<file path="config.mk">
export PLATFORM = sky130hd
export DESIGN_NAME = tsn_top
export DESIGN_NICKNAME = d
export VERILOG_FILES = /design/src/verilog/tsn_pkg.sv /design/src/verilog/tsn_debounce.sv /design/src/verilog/tsn_flash.sv /design/src/verilog/tsn_top.sv
export VERILOG_INCLUDE_DIRS = /design/src /design/src/verilog
export SDC_FILE = /design/constraint.sdc
export NUM_CORES = 1
export LEC_CHECK = 0
export BUFFER_PORTS_ARGS = -buffer_cell sky130_fd_sc_hd__buf_2
export CAP_MARGIN = 0
export CORE_MARGIN = 4
export CORE_UTILIZATION = 25
export DETAILED_ROUTE_END_ITERATION = 8
export HOLD_SLACK_MARGIN = 0.08
export PLACE_DENSITY = 0.44
export SLEW_MARGIN = 20
export SYNTH_ARGS = -nofsm -noshare
export SYNTH_HDL_FRONTEND = slang
export SYNTH_SLANG_ARGS = --single-unit
</file>
<file path="constraint.sdc">
create_clock -name pclk -period 2.4 [get_ports pclk]
set_clock_uncertainty 0.15 [all_clocks]
set_input_delay 0.48 -clock pclk [delete_from_list [all_inputs] [get_ports pclk]]
set_output_delay 0.48 -clock pclk [all_outputs]
set_load 0.03 [all_outputs]
</file>
<file path="src/verilog/tsn_cfg.svh">
`ifndef TSN_CFG_SVH
`define TSN_CFG_SVH
// ---------------------------------------------------------------
// Register byte offsets.
// ---------------------------------------------------------------
`define TSN_CTRL_OFS 12'h000
`define TSN_NADDR_OFS 12'h004
`define TSN_LADDR_OFS 12'h008
`define TSN_IMAGE_OFS 12'h00C
`define TSN_LAMP_OFS 12'h010
`define TSN_STAT_OFS 12'h014
`define TSN_WORD_OFS 12'h018
`define TSN_WADDR_OFS 12'h01C
`define TSN_WRITE_OFS 12'h020
// ---------------------------------------------------------------
// Control field positions.
// ---------------------------------------------------------------
`define TSN_CTRL_OP_LSB 0
`define TSN_CTRL_VER5_BIT 2
`define TSN_CTRL_WORDMODE_BIT 3
`define TSN_CTRL_FLASH_BIT 4
`define TSN_CTRL_SCREEN_BIT 5
`define TSN_CTRL_RESET 32'h0000_0000
// ---------------------------------------------------------------
// Address field layout: area code in 19:16, word in 15:4, bit in 3:0.
// ---------------------------------------------------------------
`define TSN_AREA_LSB 16
`define TSN_WORD_LSB 4
`define TSN_AREA_CORE_IO 4'h0
`define TSN_AREA_LINK_RELAY 4'h1
`define TSN_AREA_DATA_MEMORY 4'h2
`define TSN_AREA_PRESENT_VALUE 4'h3
`define TSN_AREA_DONE_FLAG 4'h4
// Last link-relay word that is moved, 199, and the core I/O word that link-relay word 0 lands on, 1000.
`define TSN_LINK_RELAY_LAST 12'h0C7
`define TSN_LINK_RELAY_BASE 12'h3E8
// ---------------------------------------------------------------
// Timing: debounce 10 ms, flash half period 250 ms at 25 MHz.
// ---------------------------------------------------------------
`define TSN_CLK_HZ 25000000
`define TSN_DEBOUNCE_MS 10
`define TSN_FLASH_MS 250
`define TSN_DEBOUNCE_CYC ((`TSN_CLK_HZ / 1000) * `TSN_DEBOUNCE_MS)
`define TSN_FLASH_CYC ((`TSN_CLK_HZ / 1000) * `TSN_FLASH_MS)
`endif

</file>
<file path="src/verilog/tsn_pkg.sv">
package tsn_pkg;
  // Notification operation types.
  typedef enum logic [1:0] {
    TSN_OP_MOMENTARY = 2'h0,
    TSN_OP_ALTERNATE = 2'h1,
    TSN_OP_SET = 2'h2,
    TSN_OP_RESET = 2'h3
  } tsn_op_t;
  // Write-back sequencer states.
  typedef enum logic [2:0] {
    TSN_ST_IDLE = 3'b001,
    TSN_ST_POST = 3'b010,
    TSN_ST_WAIT = 3'b100
  } tsn_state_t;
endpackage : tsn_pkg

</file>
<file path="src/verilog/tsn_debounce.sv">
`timescale 1ns/1ps
`include "tsn_cfg.svh"
// Synchronises a raw switch level and accepts a change only after it holds.
module tsn_debounce #(
  parameter int unsigned HOLD_CYC = 250000
) (
  input wire logic pclk,
  input wire logic presetn,
  input wire logic raw_in,
  output logic level_out
);
  logic sync1_r;
  logic sync2_r;
  logic [31:0] cnt_r;
  wire differs = (sync2_r != level_out);
  wire done = (cnt_r >= HOLD_CYC - 1);

  // Two-stage synchroniser, then a hold counter restarted on any bounce.
  always_ff @(posedge pclk or negedge presetn) begin
    if (!presetn) begin
      sync1_r <= 1'b0;
      sync2_r <= 1'b0;
      cnt_r <= 32'h0000_0000;
      level_out <= 1'b0;
    end else begin
      sync1_r <= raw_in;
      sync2_r <= sync1_r;
      if (!differs) begin
        cnt_r <= 32'h0000_0000;
      end else if (done) begin
        cnt_r <= 32'h0000_0000;
        level_out <= sync2_r;
      end else begin
        cnt_r <= cnt_r + 32'h0000_0001;
      end
    end
  end
endmodule : tsn_debounce

</file>
<file path="src/verilog/tsn_flash.sv">
`timescale 1ns/1ps
`include "tsn_cfg.svh"
// Free-running flash phase for a flashing lamp.
module tsn_flash #(
  parameter int unsigned HALF_CYC = 6250000
) (
  input wire logic pclk,
  input wire logic presetn,
  output logic phase_out
);
  logic [31:0] cnt_r;
  wire wrap = (cnt_r >= HALF_CYC - 1);

  // Toggles the phase once every half period.
  always_ff @(posedge pclk or negedge presetn) begin
    if (!presetn) begin
      cnt_r <= 32'h0000_0000;
      phase_out <= 1'b0;
    end else if (wrap) begin
      cnt_r <= 32'h0000_0000;
      phase_out <= ~phase_out;
    end else begin
      cnt_r <= cnt_r + 32'h0000_0001;
    end
  end
endmodule : tsn_flash

</file>
<file path="src/verilog/tsn_top.sv">
// The address map and the APB slave port were chosen for this implementation.
`timescale 1ns/1ps
`include "tsn_cfg.svh"
module tsn_top #(
  parameter int unsigned DEBOUNCE_CYC = `TSN_DEBOUNCE_CYC,
  parameter int unsigned FLASH_CYC = `TSN_FLASH_CYC
) (
  input wire logic pclk,
  input wire logic presetn,
  input wire logic psel,
  input wire logic penable,
  input wire logic pwrite,
  input wire logic [11:0] paddr,
  input wire logic [31:0] pwdata,
  output logic [31:0] prdata,
  output logic pready,
  output logic pslverr,
  input wire logic touch_in,
  output logic lamp_lit,
  output logic notify_bit,
  output logic write_req,
  input wire logic write_ack
);
  import tsn_pkg::*;

  // ---------------------------------------------------------------
  // Registers.
  // ---------------------------------------------------------------
  logic [31:0] ctrl_r;
  logic [19:0] naddr_r;
  logic [19:0] laddr_r;
  logic [15:0] image_r;
  logic lamp_r;
  logic [15:0] word_r;
  logic [19:0] waddr_r;
  logic [15:0] wmask_r;
  logic reject_r;
  logic pressed_r;
  logic notify_r;
  logic pend_r;
  logic screen_r;
  logic ack_sync1_r;
  logic ack_sync2_r;
  tsn_state_t state_r;
  tsn_state_t state_nxt;
  logic [31:0] rdata_nxt;

  // ---------------------------------------------------------------
  // Switch conditioning and flash timing.
  // ---------------------------------------------------------------
  logic pressed;
  logic flash_phase;
  tsn_debounce #(.HOLD_CYC(DEBOUNCE_CYC)) u_deb (
    .pclk(pclk),
    .presetn(presetn),
    .raw_in(touch_in),
    .level_out(pressed)
  );
  tsn_flash #(.HALF_CYC(FLASH_CYC)) u_flash (
    .pclk(pclk),
    .presetn(presetn),
    .phase_out(flash_phase)
  );

  // ---------------------------------------------------------------
  // Bus decode.
  // ---------------------------------------------------------------
  wire access = psel && penable;
  wire wr = access && pwrite;
  wire hit_ctrl = (paddr == `TSN_CTRL_OFS);
  wire hit_naddr = (paddr == `TSN_NADDR_OFS);
  wire hit_laddr = (paddr == `TSN_LADDR_OFS);
  wire hit_image = (paddr == `TSN_IMAGE_OFS);
  wire hit_lamp = (paddr == `TSN_LAMP_OFS);
  wire hit_stat = (paddr == `TSN_STAT_OFS);
  wire hit_word = (paddr == `TSN_WORD_OFS);
  wire hit_waddr = (paddr == `TSN_WADDR_OFS);
  wire hit_write = (paddr == `TSN_WRITE_OFS);
  wire hit_any = hit_ctrl | hit_naddr | hit_laddr | hit_image | hit_lamp | hit_stat |
                 hit_word | hit_waddr | hit_write;
  wire [31:0] stat_val = {26'h0, state_r != TSN_ST_IDLE, reject_r, lamp_lit,
                          pressed_r, notify_r, pend_r};

  // ---------------------------------------------------------------
  // Configuration fields.
  // ---------------------------------------------------------------
  wire ver5 = ctrl_r[`TSN_CTRL_VER5_BIT];
  wire word_mode = ctrl_r[`TSN_CTRL_WORDMODE_BIT];
  wire flash_attr = ctrl_r[`TSN_CTRL_FLASH_BIT];
  wire screen_on = ctrl_r[`TSN_CTRL_SCREEN_BIT];
  wire [1:0] op_raw = ctrl_r[`TSN_CTRL_OP_LSB +: 2];
  wire [1:0] op_sel = ver5 ? op_raw : 2'(TSN_OP_MOMENTARY);
  wire momentary = (op_sel == 2'(TSN_OP_MOMENTARY));

  // ---------------------------------------------------------------
  // Address split into area, word number and bit index.
  // ---------------------------------------------------------------
  wire [3:0] n_area = naddr_r[`TSN_AREA_LSB +: 4];
  wire [11:0] n_word = naddr_r[`TSN_WORD_LSB +: 12];
  wire [3:0] n_bit = naddr_r[3:0];
  wire [3:0] w_area = pwdata[`TSN_AREA_LSB +: 4];
  wire [3:0] l_area = pwdata[`TSN_AREA_LSB +: 4];
  wire area_bad = (w_area == `TSN_AREA_PRESENT_VALUE) || (w_area == `TSN_AREA_DONE_FLAG) ||
                  (w_area > `TSN_AREA_DONE_FLAG);
  wire larea_bad = (l_area == `TSN_AREA_PRESENT_VALUE) || (l_area == `TSN_AREA_DONE_FLAG) ||
                   (l_area > `TSN_AREA_DONE_FLAG);
  wire is_link_relay = (n_area == `TSN_AREA_LINK_RELAY) && (n_word <= `TSN_LINK_RELAY_LAST);
  wire [19:0] out_addr = is_link_relay ?
                         {`TSN_AREA_CORE_IO, n_word + `TSN_LINK_RELAY_BASE, n_bit}
                         : naddr_r;
  wire [15:0] bit_one = 16'h0001 << n_bit;

  // ---------------------------------------------------------------
  // Press events and screen change.
  // ---------------------------------------------------------------
  wire press = pressed && !pressed_r;
  wire release_ev = !pressed && pressed_r;
  wire screen_drop = screen_r && !screen_on && momentary && notify_r;
  wire [15:0] base_word = image_r & ~bit_one;
  // In word mode the latching types start from the bit as the display image holds it.
  wire cur_bit = (word_mode && !momentary) ? image_r[n_bit] : notify_r;
  logic notify_nxt;
  assign notify_nxt = screen_drop ? 1'b0 :
                      !screen_on ? notify_r :
                      momentary ? (press ? 1'b1 : (release_ev ? 1'b0 : notify_r)) :
                      !press ? notify_r :
                      (op_sel == 2'(TSN_OP_ALTERNATE)) ? ~cur_bit :
                      (op_sel == 2'(TSN_OP_SET)) ? 1'b1 :
                      1'b0;
  // Every accepted press while the screen is on is reported, even when the bit already has its new value.
  wire update = (notify_nxt != notify_r) || (screen_on && press) ||
                screen_drop;
  // Word mode: momentary drives others to zero, others use the display image.
  wire [15:0] word_nxt = momentary ? (notify_nxt ? bit_one : 16'h0000)
                                   : (base_word | (notify_nxt ? bit_one : 16'h0000));
  wire [15:0] mask_nxt = word_mode ? 16'hFFFF : bit_one;
  wire ack_seen = ack_sync2_r;

  // ---------------------------------------------------------------
  // Write-back sequencer.
  // ---------------------------------------------------------------
  // Four-phase handshake: post, wait for the ack, then wait for it to fall.
  always_comb begin
    state_nxt = state_r;
    unique case (state_r)
      TSN_ST_IDLE: if (pend_r) state_nxt = TSN_ST_POST;
      TSN_ST_POST: if (ack_seen) state_nxt = TSN_ST_WAIT;
      TSN_ST_WAIT: if (!ack_seen) state_nxt = TSN_ST_IDLE;
      default: state_nxt = TSN_ST_IDLE;
    endcase
  end

  // ---------------------------------------------------------------
  // Read data selection.
  // ---------------------------------------------------------------
  // The address hits are exclusive, so the selected fields are simply or-ed together.
  assign rdata_nxt = ({32{hit_ctrl}} & ctrl_r) |
                     ({32{hit_naddr}} & {12'h000, naddr_r}) |
                     ({32{hit_laddr}} & {12'h000, laddr_r}) |
                     ({32{hit_image}} & {16'h0000, image_r}) |
                     ({32{hit_lamp}} & {31'h0000_0000, lamp_r}) |
                     ({32{hit_stat}} & stat_val) |
                     ({32{hit_word}} & {16'h0000, word_r}) |
                     ({32{hit_waddr}} & {12'h000, waddr_r}) |
                     ({32{hit_write}} & {16'h0000, wmask_r});

  // ---------------------------------------------------------------
  // Bus response.
  // ---------------------------------------------------------------
  // Zero wait states; an unmapped address answers with an error and zero data.
  always_ff @(posedge pclk or negedge presetn) begin
    if (!presetn) begin
      prdata <= 32'h0000_0000;
      pready <= 1'b0;
      pslverr <= 1'b0;
    end else begin
      pready <= psel && !penable;
      pslverr <= psel && !penable && !hit_any;
      prdata <= rdata_nxt;
    end
  end

  // ---------------------------------------------------------------
  // Software-written configuration.
  // ---------------------------------------------------------------
  // A write lands only at the access edge, where pready is high.
  wire wr_ok = wr && pready;
  wire wr_ctrl = wr_ok && hit_ctrl;
  wire wr_naddr = wr_ok && hit_naddr;
  wire wr_laddr = wr_ok && hit_laddr;
  wire wr_image = wr_ok && hit_image;
  wire wr_lamp = wr_ok && hit_lamp;

  // Control word and the lamp bit written by the host.
  always_ff @(posedge pclk or negedge presetn) begin
    if (!presetn) begin
      ctrl_r <= `TSN_CTRL_RESET;
      lamp_r <= 1'b0;
    end else begin
      if (wr_ctrl) ctrl_r <= {26'h0, pwdata[5:0]};
      if (wr_lamp) lamp_r <= pwdata[0];
    end
  end

  // Allocation addresses; a forbidden area keeps the old address and raises reject.
  always_ff @(posedge pclk or negedge presetn) begin
    if (!presetn) begin
      naddr_r <= 20'h00000;
      laddr_r <= 20'h00000;
      reject_r <= 1'b0;
    end else begin
      if (wr_naddr && !area_bad) naddr_r <= pwdata[19:0];
      if (wr_laddr && !larea_bad) laddr_r <= pwdata[19:0];
      if (wr_naddr) reject_r <= area_bad;
      if (wr_laddr) reject_r <= larea_bad;
    end
  end

  // Display image loaded by software when the screen is shown, edited by latching-type notifications in word mode.
  always_ff @(posedge pclk or negedge presetn) begin
    if (!presetn) begin
      image_r <= 16'h0000;
    end else if (wr_image) begin
      image_r <= pwdata[15:0];
    end else if (update && word_mode && !momentary) begin
      image_r <= word_nxt;
    end
  end

  // ---------------------------------------------------------------
  // Notify state and pending write-back.
  // ---------------------------------------------------------------
  // Previous switch and screen levels for edge detection, and the notify bit.
  always_ff @(posedge pclk or negedge presetn) begin
    if (!presetn) begin
      pressed_r <= 1'b0;
      screen_r <= 1'b0;
      notify_r <= 1'b0;
    end else begin
      pressed_r <= pressed;
      screen_r <= screen_on;
      notify_r <= notify_nxt;
    end
  end

  // Pending flag; a new update wins over the sequencer taking the old one.
  always_ff @(posedge pclk or negedge presetn) begin
    if (!presetn) begin
      pend_r <= 1'b0;
    end else if (update) begin
      pend_r <= 1'b1;
    end else if (state_r == TSN_ST_IDLE && pend_r) begin
      pend_r <= 1'b0;
    end
  end

  // Word, address and mask offered to the host; a newer update replaces them.
  always_ff @(posedge pclk or negedge presetn) begin
    if (!presetn) begin
      word_r <= 16'h0000;
      waddr_r <= 20'h00000;
      wmask_r <= 16'h0000;
    end else if (update) begin
      word_r <= word_mode ? word_nxt : (notify_nxt ? bit_one : 16'h0000);
      waddr_r <= out_addr;
      wmask_r <= mask_nxt;
    end
  end

  // ---------------------------------------------------------------
  // Link handshake and registered outputs.
  // ---------------------------------------------------------------
  // The acknowledge comes from the link side, so it passes two flops first.
  always_ff @(posedge pclk or negedge presetn) begin
    if (!presetn) begin
      ack_sync1_r <= 1'b0;
      ack_sync2_r <= 1'b0;
    end else begin
      ack_sync1_r <= write_ack;
      ack_sync2_r <= ack_sync1_r;
    end
  end

  // Sequencer state and the block outputs, each straight from a flop.
  always_ff @(posedge pclk or negedge presetn) begin
    if (!presetn) begin
      state_r <= TSN_ST_IDLE;
      write_req <= 1'b0;
      lamp_lit <= 1'b0;
      notify_bit <= 1'b0;
    end else begin
      state_r <= state_nxt;
      write_req <= (state_nxt == TSN_ST_POST);
      lamp_lit <= lamp_r && (!flash_attr || flash_phase);
      notify_bit <= notify_nxt;
    end
  end
endmodule : tsn_top
</file>
==> PnR_summary.wiki <==
{| class="wikitable"
! Metric !! Value
|-
| Switch Pwr || 0.00169 W
|-
| Count of unique library cells instantiated by Yosys || 61
|-
| Fraction of power consumed by sequential logic || 47.2%
|-
| Overall Global Routing Usage || 13.0%
|-
| Clock power share || 49.3%
|-
| Count of buffers from port buffering || 63
|-
| Clock H-tree levels || 1
|-
| Utilization after layout || 32.1%
|-
| Min Tclk post-route || 2.25 ns
|-
| Number of cells traversed by the worst hold path || 2
|-
| Net total in the final layout || 1,151
|-
| Detailed-route wire length per cell || 17.5 µm
|-
| Area of the die || 0.0431 mm²
|-
| Register area share after synthesis || 54.6%
|-
| Number of antenna violations at the first check in global routing || 0
|-
| Final setup TNS || 0 ns
|-
| Hold path endpoint || laddr_r[15]
|-
| Slack of the critical path || 0.151 ns
|-
| Count of maximum capacitance violations || 0
|-
| Post-synthesis instance area || 0.00995 mm²
|-
| Rel. slew slack || 65.3%
|-
| Number of fill cells in the layout || 4,027
|-
| HPWL after detailed placement || 19,500 µm
|-
| RSZ-0062 raised after global routing || false
|-
| Worst-case clock buffer depth || 3
|-
| Cells after Synth || 937
|-
| Number of diodes added for antenna fixing || 0
|-
| Wire length of the first global-routing pass || 45,700 µm
|-
| Mean number of vias per cell || 4.71
|-
| Core Region || 0.0390 mm²
|-
| Effective utilization at floorplan || 25.5%
|-
| Number of synthesized register bits || 217
|-
| Via count of the first global-routing pass || 7,898
|-
| Cts bufs inserted || 26
|-
| IO Pins || 88
|-
| Number of flops mapped to enable cells by yosys || 0
|-
| Crit path DAT || 2.48 ns
|-
| Kind of capture point of the worst setup path || flip-flop
|-
| Die Y-Extent || 207 µm
|-
| End of the worst register-to-register path || word_r[11]
|-
| Worst setup path class || reg -> reg
|-
| Number of design rule violations left after detail routing || 0
|-
| Prevailing post-synth register cell || dfrtp_1
|-
| Number of cell instances on the worst register-to-register path || 7
|-
| Share of synthesized flip-flops with an asynchronous set or reset || 100%
|-
| Fin crit share || 93.7%
|-
| Number of cells in the finished layout apart from fillers || 1,629
|-
| Launch instance of the worst min-delay path || pwdata[15]
|-
| Flop-to-flop setup slack || 0.15 ns
|-
| Remaining global-route overflow || 0
|-
| Number of warnings reported in the yosys synthesis log || 0
|-
| Post-Place Worst Slack || -0.272 ns
|-
| Hold crit path type || in -> reg
|-
| Cell total after placement || 1,574
|-
| Clk root buf || clkbuf_16
|-
| Pin count of the biggest net entering global routing || 58
|-
| TritonCTS clock tree || yes
|-
| Clock net sink count || 217
|-
| Peak VDD IR || 0.533 mV
|-
| Final ANT Viol Nets || 0
|-
| Internal power || 0.00615 W
|-
| Weighted congestion reported at the end of routability-driven placement || 0.809
|-
| Clock latency on the worst-skew pair || 0.52 ns
|-
| Final Routed Wirelength || 28,600 µm
|-
| Worst slew pin tran || 0.516 ns
|-
| Number of placement rows || 72
|-
| Number of endpoints with negative hold slack in the final report || 0
|-
| Setup Viol. Count Final || 0
|-
| Static leakage || 5.69 nW
|-
| First drt pass iteration count || 5
|-
| Clock transition at the registers of the reported paths || 0.06 ns
|-
| Synthesized area per cell || 10.6 µm²
|-
| Pins Over Slew Limit || 0
|-
| Crit Reg-Reg Startpoint || naddr_r[0]
|-
| Fraction of layout cells with a size suffix above 1 || 23.4%
|-
| Via Count || 7,677
|-
| Critical path peak fanout || 13
|-
| Signed area change from the synthesized netlist to the final layout || 25.9%
|-
| Number of DRC markers after the initial detailed-route iteration || 501
|-
| Power per standard cell area || 626 mW/mm²
|-
| Combinational fraction of design power || 3.5%
|-
| Achievable frequency || 0.445 GHz
|-
| Kind of launch point of the worst setup path || flip-flop
|-
| Required time worst endpoint || 2.64 ns
|-
| Fraction of power spent switching nets || 21.6%
|-
| Status || finished, final reports clean
|-
| Die extent in x || 207 µm
|}
worst max-delay path by stage:
stage	startpoint	end
after CTS	naddr_r[0]	image_r[13]
final	naddr_r[0]	word_r[11]
after floorplan	paddr[9]	ctrl_r[0]
after detailed placement	paddr[9]	prdata[5]
after global routing	naddr_r[0]	word_r[1]
after global placement	paddr[9]	prdata[5]
area by class of cell:
cell class	count	area, µm²	share of cell area (%)
clock buffer	37	793	6.33
sequential	217	5430	43.4
tap	518	648	5.17
inverter	14	52.6	0.419
timing repair buffer	158	1220	9.75
clock inverter	5	52.6	0.419
multi-input combinational	680	4330	34.6
Yosys cell counts, drive strengths merged, types with 12 or more instances:
cell type	count	area (µm²)
clkbuf	33	124
a221oi	13	120
mux2	56	631
inv	13	48.8
mux2i	20	200
nand2	46	173
a31oi	34	213
xnor2	21	184
buf	27	168
dfrtp	216	5410
a21oi	24	120
a22oi	18	135
nand3	51	255
a311oi	15	131
nor2	144	548
nor4	12	75.1
nand4	19	119
nor3	47	235
xor2	21	184
through the flow:
step	instance area (µm²)	hold WS [ns]	power, W
finish	12500	0.0940	0.00784
global route	12500	0.0823	0.00816
CTS	12500	0.0817	0.00797
detailed placement	11600	0.191	0.00403
global placement	11600	0.195	0.00403
floorplan	10100	0.0344	0.00385
repair_timing:
item / CTS / global route
hold buffers: 13 / 0
hold endpoints to repair: 69 / 0
endpoints found under the setup margin: 0 / 4
setup buffers: 0 / 0
resized for setup: 0 / 1
sequential cells by signal, summed over array words and instances (netlist names), 3 cells and up:
name and flops:
wmask_r 16, word_r 16, waddr_r 20, ctrl_r 6, image_r 16, naddr_r 20
laddr_r 20, u_flash.cnt_r 32, prdata 20, u_deb.cnt_r 32, state_r 3
power by group through the flow:
stage | combinational, W | sequential (W) | clock (W)
finish | 0.000275 | 0.00370 | 0.00386
global route | 0.000310 | 0.00370 | 0.00415
CTS | 0.000283 | 0.00370 | 0.00399
detailed placement | 0.000266 | 0.00377 | 0
global placement | 0.000265 | 0.00377 | 0
floorplan | 0.0000837 | 0.00377 | 0
cells in the final DEF (no fill, tap or decap), types with 20 or more instances in the layout:
cell	Yosys	layout
a31oi_1	34	34
a21oi_1	24	24
buf_2	8	62
nor3_1	47	46
nand2_1	46	46
nand3_1	51	51
xnor2_1	21	21
xor2_1	21	21
mux2_2	56	56
conb_1	1	35
buf_4	13	70
clkbuf_16	0	27
dfrtp_1	216	215
nor2_1	143	143
mux2i_1	20	20
cells by family (layout without fill, tap and decap cells):
kind of cell | after synthesis | in the layout | share of synthesized area [%]
AO/OA/AOI/OAI | 145 | 145 | 10.5
XOR/XNOR | 42 | 42 | 3.70
buffers and inverters | 74 | 214 | 3.46
adder cells (fa/ha/maj) | 3 | 3 | 0.377
AND/OR/NAND/NOR | 376 | 376 | 18.3
multiplexers | 79 | 79 | 9.03
other | 1 | 35 | 0.0377
flip-flops | 217 | 217 | 54.6
critical path, stage by stage, from the launching register on:
cell     delay (ns)
dfrtp_2        0.47
buf_4          0.20
nor2b_1        0.14
a22o_1         0.22
or4_1          0.43
buf_4          0.21
nand4_1        0.17
a31oi_1        0.11
routing by layer:
layer / routed length, µm / track usage (%) / part of all wire [%] / up-vias
li1: - / - / - / 3681
met1: 13700 / 18.2 / 48 / 3809
met2: 13200 / 21.4 / 46 / 155
met3: 1250 / 2.03 / 4.4 / 32
met4: 470 / 2.96 / 1.6 / 0
met5: 0 / 0 / 0 / -
Power figures use the tool's default switching activity.
